===== config.mk =====
export PLATFORM = sky130hd
export DESIGN_NAME = astr_core
export DESIGN_NICKNAME = d
export VERILOG_FILES = /design/src/rtl/astr_pkg.sv /design/src/rtl/astr_core.sv
export SDC_FILE = /design/constraint.sdc
export NUM_CORES = 1
export LEC_CHECK = 0
export BUFFER_PORTS_ARGS = -buffer_cell sky130_fd_sc_hd__buf_2
export CAP_MARGIN = 15
export CORE_UTILIZATION = 52
export DETAILED_ROUTE_END_ITERATION = 6
export PLACE_DENSITY = 0.71
export SYNTH_ARGS = -nofsm -noshare
export SYNTH_HDL_FRONTEND = slang
export SYNTH_SLANG_ARGS = --single-unit

===== constraint.sdc =====
create_clock -name clk -period 4.5 [get_ports clk]
set_clock_uncertainty 0.1 [all_clocks]
set_input_delay 0.675 -clock clk [delete_from_list [all_inputs] [get_ports clk]]
set_output_delay 0.675 -clock clk [all_outputs]
set_load 0.05 [all_outputs]

===== src/rtl/astr_pkg.sv =====
package astr_pkg;

    // register map (byte offsets on the 3-bit register port)
    localparam logic [2:0] ADDR_STATUS = 3'h0;
    localparam logic [2:0] ADDR_DATA   = 3'h1;
    localparam logic [2:0] ADDR_CTRL1  = 3'h2;
    localparam logic [2:0] ADDR_CTRL2  = 3'h3;
    localparam logic [2:0] ADDR_DIV_LO = 3'h4;
    localparam logic [2:0] ADDR_DIV_HI = 3'h5;

    // status bit positions
    localparam int ST_TX_EMPTY = 7;
    localparam int ST_TX_DONE  = 6;
    localparam int ST_RX_FULL  = 5;
    localparam int ST_IDLE     = 4;
    localparam int ST_OVERRUN  = 3;
    localparam int ST_NOISE    = 2;
    localparam int ST_FRAMING  = 1;

    // control 1 bit positions
    localparam int C1_RX_NINTH = 7;
    localparam int C1_TX_NINTH = 6;
    localparam int C1_WORD_LEN = 4;

    // control 2 bit positions
    localparam int C2_TX_IRQ_EN   = 7;
    localparam int C2_TC_IRQ_EN   = 6;
    localparam int C2_RX_IRQ_EN   = 5;
    localparam int C2_IDLE_IRQ_EN = 4;
    localparam int C2_TX_EN       = 3;
    localparam int C2_RX_ON       = 2;
    localparam int C2_SEND_BREAK  = 0;

    // sample divisor: clk cycles per oversample tick
    localparam logic [15:0] DIV_RESET = 16'h001b;

    // oversampling: 16 samples per bit, samples 8, 9, 10 are voted
    localparam logic [3:0] SUB_LAST  = 4'hf;
    localparam logic [3:0] SUB_SMP8  = 4'h7;
    localparam logic [3:0] SUB_SMP9  = 4'h8;
    localparam logic [3:0] SUB_SMP10 = 4'h9;

    // frame lengths in bits (start + data + stop) and data bit counts
    localparam logic [3:0] FRAME_LEN_8 = 4'ha;
    localparam logic [3:0] FRAME_LEN_9 = 4'hb;
    localparam logic [3:0] DATA_BITS_8 = 4'h8;
    localparam logic [3:0] DATA_BITS_9 = 4'h9;

    typedef enum logic [0:0] {
        ASTR_TX_IDLE = 1'b0,
        ASTR_TX_SEND = 1'b1
    } astr_tx_state_t;

    typedef enum logic [1:0] {
        ASTR_RX_HUNT  = 2'b00,
        ASTR_RX_START = 2'b01,
        ASTR_RX_DATA  = 2'b10,
        ASTR_RX_STOP  = 2'b11
    } astr_rx_state_t;

endpackage


===== src/rtl/astr_core.sv =====
`timescale 1ns/100ps

// Behaviour
// RULE_01: status access then data write clears tx_buffer_empty and tx_complete together; here any data write clears tx_buffer_empty.
// RULE_02: send_break loads the shifter with an all-zero frame of selected length.
// RULE_03: break frames repeat while send_break set; one 1 bit follows the last.
// RULE_04: enabling the transmitter sends one idle frame before the first data.
// RULE_05: transmit_enable toggled mid-frame sends an idle frame after the current word.
// RULE_06: toggling transmit_enable discards the pending holding byte.
// RULE_07: receive 8 or 9 bit words; ninth bit goes to rx_ninth_bit.
// RULE_08: received bits shift in lsb first into a holding buffer.
// RULE_09: rx_on enables the receiver, which hunts for a start bit.
// RULE_10: a character moves to the holding buffer, sets rx_buffer_full, may interrupt.
// RULE_11: status access then data read clears rx_buffer_full.
// RULE_12: software clears rx_buffer_full before the next character ends.
// RULE_13: a received break is reported as a framing error.
// RULE_14: an idle frame is flagged and interrupts when its enable is set.
// RULE_15: completion while full sets overrun and keeps the holding buffer.
// RULE_16: status access then data read clears overrun.
// RULE_17: samples 8, 9 and 10 of each data bit must agree, else noise.
// RULE_18: start bit noise combines a valid falling edge with sample agreement.
// RULE_19: noise rises with rx_buffer_full, data delivered, no separate interrupt.
// RULE_20: status read then data read clears noise_flag.
// RULE_21: start samples 011, 101, 110 drop the frame; noise shows with next one.
// RULE_22: transmit 8 or 9 bit words; ninth bit comes from tx_ninth_bit.
// RULE_23: after the stop bit tx_complete sets and may interrupt.
// RULE_24: the receiver takes sixteen samples per bit.
module astr_core (
    input  wire logic       clk,
    input  wire logic       rst_n,
    input  wire logic [2:0] addr,
    input  wire logic [7:0] wdata,
    input  wire logic       wr,
    input  wire logic       rd,
    output logic      [7:0] rdata,
    input  wire logic       irq_mask,
    input  wire logic       rx_data_pin,
    output logic            tx_data_pin,
    output logic            irq
);

    typedef struct packed {
        logic                  word_len;
        logic                  tx_ninth_bit;
        logic                  rx_ninth_bit;
        logic                  tie;
        logic                  tcie;
        logic                  rx_irq_enable;
        logic                  idle_line_irq_enable;
        logic                  te;
        logic                  rx_on;
        logic                  send_break;
        logic [15:0]           div;
        logic [15:0]           baud_cnt;
        logic                  armed;
        logic [7:0]            rdata;
        logic                  irq;
        astr_pkg::astr_tx_state_t tx_state;
        logic [10:0]           tx_shift;
        logic [3:0]            tx_bits;
        logic [3:0]            tx_sub;
        logic                  tx_count_done;
        logic [7:0]            tx_hold;
        logic                  tx_buffer_empty;
        logic                  tc;
        logic                  idle_pend;
        logic                  tail_pend;
        logic                  te_prev;
        logic                  tx_pin;
        astr_pkg::astr_rx_state_t rx_state;
        logic [3:0]            rx_sub;
        logic [3:0]            rx_bit;
        logic [8:0]            rx_sh;
        logic                  rx_prev;
        logic [1:0]            smp;
        logic                  noise_frame;
        logic                  noise_pend;
        logic [7:0]            rx_holding_buffer;
        logic                  rx_buffer_full;
        logic                  orf;
        logic                  nf;
        logic                  fe;
        logic                  idle;
        logic [7:0]            idle_cnt;
        logic                  idle_armed;
    } astr_state_t;

    astr_state_t s_ff;
    astr_state_t nxt_s;

    logic       tick;
    logic [3:0] frame_len;
    logic [3:0] data_bits;
    logic [3:0] rx_nsub;
    logic [2:0] votes;
    logic       maj;
    logic       disagree;
    logic       rx_eval;
    logic [7:0] status_byte;

    always_comb begin
        tick        = (s_ff.baud_cnt == 16'h0);
        frame_len   = s_ff.word_len ? astr_pkg::FRAME_LEN_9 : astr_pkg::FRAME_LEN_8;
        data_bits   = s_ff.word_len ? astr_pkg::DATA_BITS_9 : astr_pkg::DATA_BITS_8;
        rx_nsub     = s_ff.rx_sub + 4'h1;
        votes       = {s_ff.smp[0], s_ff.smp[1], rx_data_pin};
        maj         = (votes[2] & votes[1]) | (votes[2] & votes[0]) | (votes[1] & votes[0]);
        disagree    = ~((&votes) | ~(|votes));
        rx_eval     = tick && (s_ff.rx_state != astr_pkg::ASTR_RX_HUNT)
                      && (rx_nsub == astr_pkg::SUB_SMP10);
        status_byte = {s_ff.tx_buffer_empty, s_ff.tc, s_ff.rx_buffer_full, s_ff.idle,
                       s_ff.orf, s_ff.nf, s_ff.fe, 1'b0};
    end

    always_comb begin
        nxt_s = s_ff;
        // a zero divisor wraps to the longest tick period
        nxt_s.baud_cnt = tick ? s_ff.div - 16'h1 : s_ff.baud_cnt - 16'h1;
        nxt_s.rdata    = 8'h00;

        // register port; clears come first so hardware sets below win
        if (rd && addr == astr_pkg::ADDR_STATUS) begin
            nxt_s.rdata = status_byte;
            nxt_s.armed = 1'b1;
        end else if (wr && addr == astr_pkg::ADDR_STATUS) begin
            nxt_s.armed = 1'b1;
        end else if (rd && addr == astr_pkg::ADDR_DATA) begin
            nxt_s.rdata = s_ff.rx_holding_buffer;
            if (s_ff.armed) begin
                nxt_s.rx_buffer_full  = 1'b0; // RULE_11
                nxt_s.orf   = 1'b0; // RULE_16
                nxt_s.nf    = 1'b0; // RULE_20
                nxt_s.fe    = 1'b0;
                nxt_s.idle  = 1'b0;
                nxt_s.armed = 1'b0;
            end
        end else if (wr && addr == astr_pkg::ADDR_DATA) begin
            nxt_s.tx_hold      = wdata;
            nxt_s.tx_buffer_empty         = 1'b0;
            nxt_s.tx_ninth_bit = s_ff.tx_ninth_bit;
            if (s_ff.armed) begin
                nxt_s.tc    = 1'b0; // RULE_01
                nxt_s.armed = 1'b0;
            end
        end else if (rd && addr == astr_pkg::ADDR_CTRL1) begin
            nxt_s.rdata = {s_ff.rx_ninth_bit, s_ff.tx_ninth_bit, 1'b0, s_ff.word_len, 4'h0};
        end else if (wr && addr == astr_pkg::ADDR_CTRL1) begin
            nxt_s.tx_ninth_bit = wdata[astr_pkg::C1_TX_NINTH];
            nxt_s.word_len     = wdata[astr_pkg::C1_WORD_LEN];
        end else if (rd && addr == astr_pkg::ADDR_CTRL2) begin
            nxt_s.rdata = {s_ff.tie, s_ff.tcie, s_ff.rx_irq_enable, s_ff.idle_line_irq_enable,
                           s_ff.te, s_ff.rx_on, 1'b0, s_ff.send_break};
        end else if (wr && addr == astr_pkg::ADDR_CTRL2) begin
            nxt_s.tie   = wdata[astr_pkg::C2_TX_IRQ_EN];
            nxt_s.tcie  = wdata[astr_pkg::C2_TC_IRQ_EN];
            nxt_s.rx_irq_enable   = wdata[astr_pkg::C2_RX_IRQ_EN];
            nxt_s.idle_line_irq_enable  = wdata[astr_pkg::C2_IDLE_IRQ_EN];
            nxt_s.te    = wdata[astr_pkg::C2_TX_EN];
            nxt_s.rx_on = wdata[astr_pkg::C2_RX_ON];
            nxt_s.send_break   = wdata[astr_pkg::C2_SEND_BREAK];
        end else if (rd && addr == astr_pkg::ADDR_DIV_LO) begin
            nxt_s.rdata = s_ff.div[7:0];
        end else if (wr && addr == astr_pkg::ADDR_DIV_LO) begin
            nxt_s.div[7:0] = wdata;
        end else if (rd && addr == astr_pkg::ADDR_DIV_HI) begin
            nxt_s.rdata = s_ff.div[15:8];
        end else if (wr && addr == astr_pkg::ADDR_DIV_HI) begin
            nxt_s.div[15:8] = wdata;
        end

        // transmitter enable edges
        nxt_s.te_prev = s_ff.te;
        if (s_ff.te != s_ff.te_prev) begin
            nxt_s.tx_buffer_empty = 1'b1; // RULE_06
        end
        if (s_ff.te && !s_ff.te_prev) begin
            nxt_s.idle_pend = 1'b1; // RULE_04 RULE_05
        end

        // transmitter; a toggle mid-frame lets the current frame finish first
        nxt_s.tx_count_done = 1'b0;
        case (s_ff.tx_state)
            astr_pkg::ASTR_TX_IDLE: begin
                if (s_ff.te && s_ff.te_prev) begin
                    nxt_s.tx_sub = 4'h0;
                    if (s_ff.send_break) begin
                        nxt_s.tx_shift  = 11'h000; // RULE_02
                        nxt_s.tx_bits   = frame_len;
                        nxt_s.tail_pend = 1'b1;
                        nxt_s.tx_state  = astr_pkg::ASTR_TX_SEND;
                    end else if (s_ff.tail_pend) begin
                        nxt_s.tx_shift  = 11'h7ff; // RULE_03
                        nxt_s.tx_bits   = 4'h1;
                        nxt_s.tail_pend = 1'b0;
                        nxt_s.tx_state  = astr_pkg::ASTR_TX_SEND;
                    end else if (s_ff.idle_pend && !(s_ff.te && !s_ff.te_prev)) begin
                        nxt_s.tx_shift  = 11'h7ff; // RULE_04 RULE_05
                        nxt_s.tx_bits   = frame_len;
                        nxt_s.idle_pend = 1'b0;
                        nxt_s.tx_state  = astr_pkg::ASTR_TX_SEND;
                    end else if (!s_ff.tx_buffer_empty && !s_ff.idle_pend) begin
                        nxt_s.tx_shift  = s_ff.word_len ?
                                          {1'b1, s_ff.tx_ninth_bit, s_ff.tx_hold, 1'b0} :
                                          {2'b11, s_ff.tx_hold, 1'b0}; // RULE_22
                        nxt_s.tx_bits   = frame_len;
                        nxt_s.tx_buffer_empty      = 1'b1;
                        nxt_s.tx_state  = astr_pkg::ASTR_TX_SEND;
                    end
                end
            end
            astr_pkg::ASTR_TX_SEND: begin
                if (tick) begin
                    nxt_s.tx_sub = s_ff.tx_sub + 4'h1;
                    if (s_ff.tx_sub == astr_pkg::SUB_LAST) begin
                        nxt_s.tx_shift = {1'b1, s_ff.tx_shift[10:1]};
                        nxt_s.tx_bits  = s_ff.tx_bits - 4'h1;
                        if (s_ff.tx_bits == 4'h1) begin
                            nxt_s.tx_state      = astr_pkg::ASTR_TX_IDLE;
                            nxt_s.tc            = 1'b1; // RULE_23
                            nxt_s.tx_count_done = 1'b1;
                        end
                    end
                end
            end
            default: nxt_s.tx_state = astr_pkg::ASTR_TX_IDLE;
        endcase
        // a running break keeps the line low through the gap between repeated frames
        nxt_s.tx_pin = (nxt_s.tx_state == astr_pkg::ASTR_TX_SEND) ? nxt_s.tx_shift[0]
                       : ~(nxt_s.tail_pend & nxt_s.send_break & nxt_s.te); // RULE_03

        // receiver, sixteen ticks per bit
        if (!s_ff.rx_on) begin
            nxt_s.rx_state   = astr_pkg::ASTR_RX_HUNT;
            nxt_s.rx_prev    = 1'b1;
            nxt_s.idle_cnt   = 8'h00;
            nxt_s.idle_armed = 1'b0;
        end else if (tick) begin // RULE_09 RULE_24
            case (s_ff.rx_state)
                astr_pkg::ASTR_RX_HUNT: begin
                    nxt_s.rx_prev = rx_data_pin;
                    if (s_ff.rx_prev && !rx_data_pin) begin
                        // falling edge is the first half of start validation
                        nxt_s.rx_state    = astr_pkg::ASTR_RX_START; // RULE_18
                        nxt_s.rx_sub      = 4'h0;
                        nxt_s.noise_frame = 1'b0;
                        nxt_s.idle_cnt    = 8'h00;
                        nxt_s.idle_armed  = 1'b1;
                    end else if (rx_data_pin && s_ff.idle_armed) begin
                        nxt_s.idle_cnt = s_ff.idle_cnt + 8'h01;
                        if (s_ff.idle_cnt + 8'h01 == {frame_len, 4'h0}) begin
                            nxt_s.idle       = 1'b1; // RULE_14
                            nxt_s.idle_armed = 1'b0;
                        end
                    end else begin
                        nxt_s.idle_cnt = 8'h00;
                    end
                end
                default: begin
                    nxt_s.rx_sub = rx_nsub;
                    if (rx_nsub == astr_pkg::SUB_SMP8) begin
                        nxt_s.smp[0] = rx_data_pin;
                    end else if (rx_nsub == astr_pkg::SUB_SMP9) begin
                        nxt_s.smp[1] = rx_data_pin;
                    end
                    if (rx_eval) begin
                        case (s_ff.rx_state)
                            astr_pkg::ASTR_RX_START: begin
                                if (maj) begin
                                    nxt_s.rx_state = astr_pkg::ASTR_RX_HUNT;
                                    nxt_s.rx_prev  = rx_data_pin;
                                    nxt_s.noise_pend = s_ff.noise_pend | disagree; // RULE_21
                                end else begin
                                    nxt_s.noise_frame = disagree; // RULE_18
                                end
                            end
                            astr_pkg::ASTR_RX_DATA: begin
                                nxt_s.rx_sh[s_ff.rx_bit] = maj; // RULE_08
                                nxt_s.noise_frame = s_ff.noise_frame | disagree; // RULE_17
                            end
                            default: begin
                                nxt_s.rx_state = astr_pkg::ASTR_RX_HUNT;
                                nxt_s.rx_prev  = rx_data_pin;
                                if (nxt_s.rx_buffer_full) begin
                                    nxt_s.orf = 1'b1; // RULE_15
                                end else begin
                                    nxt_s.rx_holding_buffer  = s_ff.rx_sh[7:0]; // RULE_10
                                    nxt_s.rx_buffer_full = 1'b1;
                                    if (s_ff.word_len) begin
                                        nxt_s.rx_ninth_bit = s_ff.rx_sh[8]; // RULE_07
                                    end
                                    nxt_s.fe = ~maj; // RULE_13
                                    nxt_s.nf = s_ff.noise_frame | disagree
                                               | s_ff.noise_pend; // RULE_19 RULE_21
                                    nxt_s.noise_pend = 1'b0;
                                end
                            end
                        endcase
                    end
                    if (s_ff.rx_sub == astr_pkg::SUB_LAST) begin
                        nxt_s.rx_sub = 4'h0;
                        if (s_ff.rx_state == astr_pkg::ASTR_RX_START) begin
                            nxt_s.rx_state = astr_pkg::ASTR_RX_DATA;
                            nxt_s.rx_bit   = 4'h0;
                            nxt_s.rx_sh    = 9'h000;
                        end else if (s_ff.rx_state == astr_pkg::ASTR_RX_DATA) begin
                            nxt_s.rx_bit = s_ff.rx_bit + 4'h1;
                            if (s_ff.rx_bit + 4'h1 == data_bits) begin
                                nxt_s.rx_state = astr_pkg::ASTR_RX_STOP;
                            end
                        end
                    end
                end
            endcase
        end

        // noise has no enable of its own; it rides on the receive request
        nxt_s.irq = ~irq_mask & ((nxt_s.tie & nxt_s.tx_buffer_empty) | (nxt_s.tcie & nxt_s.tc)
                    | (nxt_s.rx_irq_enable & (nxt_s.rx_buffer_full | nxt_s.orf))
                    | (nxt_s.idle_line_irq_enable & nxt_s.idle)); // RULE_10 RULE_14 RULE_15 RULE_23

        // synchronous reset overrides every next value
        if (!rst_n) begin
            nxt_s          = '0;
            nxt_s.div      = astr_pkg::DIV_RESET;
            nxt_s.tx_buffer_empty     = 1'b1;
            nxt_s.tc       = 1'b1;
            nxt_s.tx_pin   = 1'b1;
            nxt_s.rx_prev  = 1'b1;
            nxt_s.tx_state = astr_pkg::ASTR_TX_IDLE;
            nxt_s.rx_state = astr_pkg::ASTR_RX_HUNT;
        end
    end

    always_ff @(posedge clk) begin
        s_ff <= nxt_s;
    end

    assign rdata       = s_ff.rdata;
    assign tx_data_pin = s_ff.tx_pin;
    assign irq         = s_ff.irq;

    // checks
    logic rx_done;
    logic data_rd_clr;
    assign rx_done     = rx_eval && (s_ff.rx_state == astr_pkg::ASTR_RX_STOP);
    assign data_rd_clr = rd && (addr == astr_pkg::ADDR_DATA) && s_ff.armed;
endmodule // astr_core


# Word level (Yosys, flattened, before mapping)
# Index checks and enable logic that the tools add are counted.
[op_classes] add_sub_neg=7 n_lt_le_gt_ge=2 eq_ne=26 n_mux=112 bitwise_logic=43 reduce_logical=61
[op_table] operator="2-to-1 mux 23 bit" count=7
[op_table] operator="2-to-1 mux 16 bit" count=8
[op_table] operator="2-to-1 mux 8 bit" count=14
[op_table] operator="2-to-1 mux 9 bit" count=5
[op_table] operator="2-to-1 mux 10 bit" count=4
[op_table] operator="one-hot mux 20 bit (2 select lines)" count=1
[op_table] operator="2-to-1 mux 1 bit" count=38
[op_table] operator="subtractor 16 x 1 -> 16 bit (second input constant)" count=2
[op_table] operator="2-to-1 mux 14 bit" count=2
[op_table] operator="2-to-1 mux 5 bit" count=5
[op_table] operator="2-to-1 mux 2 bit" count=12
[op_table] operator="NOT 1 bit" count=23
[op_table] operator="logical AND 1 bit" count=21
[op_table] operator="2-to-1 mux 21 bit" count=1
[op_table] operator="2-to-1 mux 20 bit" count=1
[op_table] operator="AND reduction 4 bit" count=5
[op_table] operator="2-to-1 mux 19 bit" count=1
[op_table] operator="AND reduction 6 bit" count=3
[op_table] operator="== test 4 bit (second input constant)" count=4
[op_table] operator="zero test 16 bit" count=1
[op_table] operator="AND reduction 7 bit" count=2
[op_table] operator="adder 4 x 1 -> 4 bit (second input constant)" count=3
[op_table] operator="2-to-1 mux 12 bit" count=1
[op_table] operator="2-to-1 mux 4 bit" count=3
[op_table] operator="40 further kinds" count=84
[word_totals] register_bits=132 output_inout_bits=10

# Longest topological paths before layout
[depth] word_depth=19 depth_mapped=12

# Worst setup path before layout
# No wires, ideal clock.
[synth_timing] kind="register to register" startpoint="register s_ff[102] in the netlist's numbering" endpoint="register s_ff[101] in the netlist's numbering" setup_time_ps=128 arrival_ps=2768 t_required_ps=4272 setup_slack_ps=1505 stages_incl_launch_ff=13 period_less_slack_ps=2995 cell_sequence="dfxtp_1 or4_4 or4_4 buf_6 buf_12 nor2_8 buf_2 a21oi_1 ha_1 o211ai_1 nor3_1 xor2_1 nor2_1"
[synth_via] elab_chain_len=2
[synth_lines] item="start, declared" line_no="astr_core.sv:88" text="astr_state_t s_ff;"
[synth_lines] item="start signal, assigned" line_no="astr_core.sv:335" text="s_ff <= nxt_s;"
[synth_lines] item="zero test 16 bit" line_no="astr_core.sv:102" text="tick = (s_ff.baud_cnt == 16'h0);"
[synth_lines] item="2-to-1 mux 16 bit" line_no="astr_core.sv:118" text="nxt_s.baud_cnt = tick ? s_ff.div - 16'h1 : s_ff.baud_cnt - 16'h1;"
# Every way passes these cells.
# A chain may end at the register's enable or synchronous reset.

# Final worst setup path
[layout_timing] startpoint="register s_ff[102] in the netlist's numbering" endpoint="register s_ff[97] in the netlist's numbering"
# The elaborated chain is that of the path after synthesis.

==> flow_summary.json <==
{
  "avgSynthCellArea_um2": 8.19,
  "remaining_drc_errors": 0,
  "reg2regPathDepth": 9,
  "max-cap-violations": 0,
  "route.detailed.wl_per_inst_um": 17.7,
  "finalCritPeriodShare_pct": 73.4,
  "die_area_mm2": 0.0141,
  "slew_headroom_pct": 27.7,
  "power_per_cell_area_mw_per_mm2": 435,
  "synth_flop_cell": "sky130_fd_sc_hd__dfxtp_1",
  "syn-num-nets": 904,
  "p_clk_share_pct": 38.4,
  "synth_area_leaders": "sky130_fd_sc_hd__dfxtp_1 37%, sky130_fd_sc_hd__mux2i_1 5.6%, sky130_fd_sc_hd__nor2_1 5.4%",
  "clk_latency_ns": 0.42,
  "grt_use_total_pct": 27.3,
  "area_of_all_sequential_standard_cells_mm2": 0.00264,
  "ant_nets": 0,
  "p_leak_uw": 0.00292,
  "clk_pin_slew_worst_paths_ns": 0.06,
  "postSynth.asyncResetShare_pct": 0,
  "synth.largest_area_cell": "sky130_fd_sc_hd__dfxtp_1",
  "setup_repair_after_global_routing_missed_its_margin": "false",
  "max_freq_ghz": 0.303,
  "die-height_um": 119,
  "antenna_found_initial": 0,
  "total_switching_power_uw": 1110,
  "tightest_slew_ns": 1.08,
  "yosys_register_bits": 132,
  "worst_ir_drop_vdd_uv": 354,
  "slowest_stage": "sky130_fd_sc_hd__or4_4",
  "totalNegativeSetupSlack_ns": 0,
  "ioPinCount": 27,
  "die_w_um": 119,
  "finalSetupViolCount": 0,
  "critical_path.startpoint_type": "flip-flop",
  "row_count": 42,
  "min_path_cells": 2,
  "endpoint_kind": "flip-flop",
  "htree_num_levels": 4,
  "synth_sequential_area_ratio_pct": 37.2,
  "synth_cell_type_count": 81,
  "antenna_cells_inserted": 0,
  "cts_post_setup_buffers_inserted": 0,
  "route.vias.total": 6411,
  "core_region_area_mm2": 0.0133,
  "drt_iter0_markers": 618,
  "worst_path_most_repeated_cell": "sky130_fd_sc_hd__or4_4",
  "portBuffers": 26,
  "report.final.hold_viol_count": 0,
  "ys_top_cells_by_count": "132 x sky130_fd_sc_hd__dfxtp_1, 102 x sky130_fd_sc_hd__nor2_1, 79 x sky130_fd_sc_hd__nand2_1",
  "worstPathMaxFanout": 26,
  "grt_max_degree": 66,
  "synth_most_common_cell": "sky130_fd_sc_hd__dfxtp_1",
  "number_of_enable_flip_flop_cells_after_synthesis": 0,
  "cp.arrival_ns": 3.49,
  "finish.net_count": 900,
  "cts_max_path_buffers": 2,
  "synth_top_area_share_pct": 37.2,
  "number_of_global_route_vias_before_repair": 5941,
  "place.detailed.hpwl_um": 13000,
  "share_seq_of_total_power_pct": 37.7,
  "layout-area-overhead-vs-synth_pct": 9.50,
  "gr_overflow_total": 0,
  "p_sw_share_pct": 33.0,
  "hold_path.class": "flip-flop to flip-flop",
  "postSynthCellCount": 866,
  "fillerInstances": 1209,
  "timing.critical_path.slowest_cell_delay_ns": 0.67,
  "postPlaceCellArea_mm2": 0.00720,
  "tritoncts_clock_tree": "yes",
  "timing.critical_path.cells": "or4_4, or4_4, nor2_8, a21oi_1, ha_1, o211ai_1, a211oi_1, xor2_1, nor2_1",
  "ws_path_type": "flip-flop to flip-flop",
  "fin_area_mm2": 0.00777,
  "drt_first_pass_iters": 5,
  "worst-endpoint-required_ns": 4.69,
  "floorplan.initialDensity_pct": 53.4,
  "totalWireLength_um": 18600,
  "cts_sinks": 132,
  "grt_first_pass_wirelength_um": 30400,
  "power.internal_uw": 2260,
  "drive_gt1_share_pct": 10.9,
  "slew_viol_final": 0,
  "tritoncts.num_buffers": 17,
  "synthesis.yosys.warnings": 0,
  "p_comb_share_pct": 23.9,
  "postCtsResizedCells": 0,
  "syn_area_mm2": 0.00710,
  "fin_worst_hold_slack_ns": 0.353,
  "area_occupied_by_multi_input_gates_mm2": 0.00405,
  "place.gp.congestion": 0.880,
  "cts_hold_repair.buffers": 0,
  "via_per_inst": 6.10,
  "finalCriticalPeriod_ns": 3.30,
  "status": "finished clean",
  "clk_root_buffer_cell": "sky130_fd_sc_hd__clkbuf_16"
}
routing by layer:
| layer | global-route usage [%] | share of wire [%] | vias to the layer above | routed length, µm |
|---|---|---|---|---|
| met5 | 0 | 0 | - | 0 |
| met1 | 36.9 | 47 | 3045 | 8670 |
| met3 | 6.13 | 6.1 | 32 | 1130 |
| met4 | 9.41 | 2.0 | 0 | 364 |
| met2 | 42.9 | 45 | 221 | 8470 |
| li1 | - | - | 3113 | - |
power by group through the flow:
stage	registers, µW	logic [µW]	clock network (µW)
floorplan	1280	644	0
global placement	1290	787	0
detailed placement	1300	789	0
CTS	1270	794	1320
global route	1280	882	1380
finish	1270	807	1300
metrics by stage:
stage / setup WS (ns) / util (%) / total power, µW / cells
after detailed placement: 1.25 / 54.2 / 2090 / 1018
after floorplan: 1.50 / - / 1930 / 866
after global routing: 1.06 / 58.4 / 3540 / 1051
final: 1.20 / 58.4 / 3380 / 1051
after CTS: 1.24 / 58.4 / 3380 / 1050
after global placement: 1.29 / 54.2 / 2080 / 1018
path summary, 6_finish.rpt:
check,start,end,slack [ns]
worst max-delay path,s_ff[102],s_ff[97],1.20
worst min-delay path,s_ff[58],s_ff[58],0.35
worst max register to register,s_ff[102],s_ff[97],1.20
worst min register to register,s_ff[58],s_ff[58],0.35
cells in the final DEF, fill, tap and decap left out, types with 8 or more instances in the layout:
cell type,synthesis,layout
sky130_fd_sc_hd__o21ai_0,37,37
sky130_fd_sc_hd__buf_4,12,9
sky130_fd_sc_hd__nand4_1,11,11
sky130_fd_sc_hd__clkbuf_16,0,17
sky130_fd_sc_hd__a31oi_1,26,26
sky130_fd_sc_hd__o211ai_1,11,11
sky130_fd_sc_hd__inv_1,25,25
sky130_fd_sc_hd__xor2_1,10,10
sky130_fd_sc_hd__dfxtp_1,132,132
sky130_fd_sc_hd__mux2i_1,40,40
sky130_fd_sc_hd__buf_2,3,27
sky130_fd_sc_hd__and3_1,14,14
sky130_fd_sc_hd__nand3_1,45,45
sky130_fd_sc_hd__xnor2_1,9,9
sky130_fd_sc_hd__a21oi_1,72,72
sky130_fd_sc_hd__ha_1,21,21
sky130_fd_sc_hd__nand2_1,79,79
sky130_fd_sc_hd__nor4_1,8,8
sky130_fd_sc_hd__nor3_1,17,17
sky130_fd_sc_hd__nor2_1,102,102
sky130_fd_sc_hd__and2_1,17,17
sky130_fd_sc_hd__or3_1,12,12
kinds of logic after synthesis:
group / count (synthesis) / share of synthesized area (%)
xor+xnor: 19 / 2.35
flops: 132 / 37.2
buf+inv: 85 / 5.73
compound gates: 211 / 18.9
simple gates: 357 / 26.3
mux: 40 / 5.64
fa+ha+maj: 22 / 3.84
cell type report:
cell class / count / area share (%)
multi-input combinational: 649 / 52.1
sequential: 132 / 34.0
clock buffer: 17 / 5.48
tap: 176 / 2.83
timing repair buffer: 36 / 2.61
clock inverter: 15 / 1.74
inverter: 26 / 1.26
worst max-delay path: cells and delay by family, from the launching register on:
kind	cells	cell delay (ns)
adder cells (fa/ha/maj)	1	0.25
AND/OR/NAND/NOR	4	1.71
XOR/XNOR	1	0.20
AO/OA/AOI/OAI	3	0.56
flip-flops	1	0.33
registers in the layout (all words and copies together) (netlist names):
signal and count:
s_ff 122, rdata 8, irq 1, tx_data_pin 1
Power figures use the tool's default switching activity.
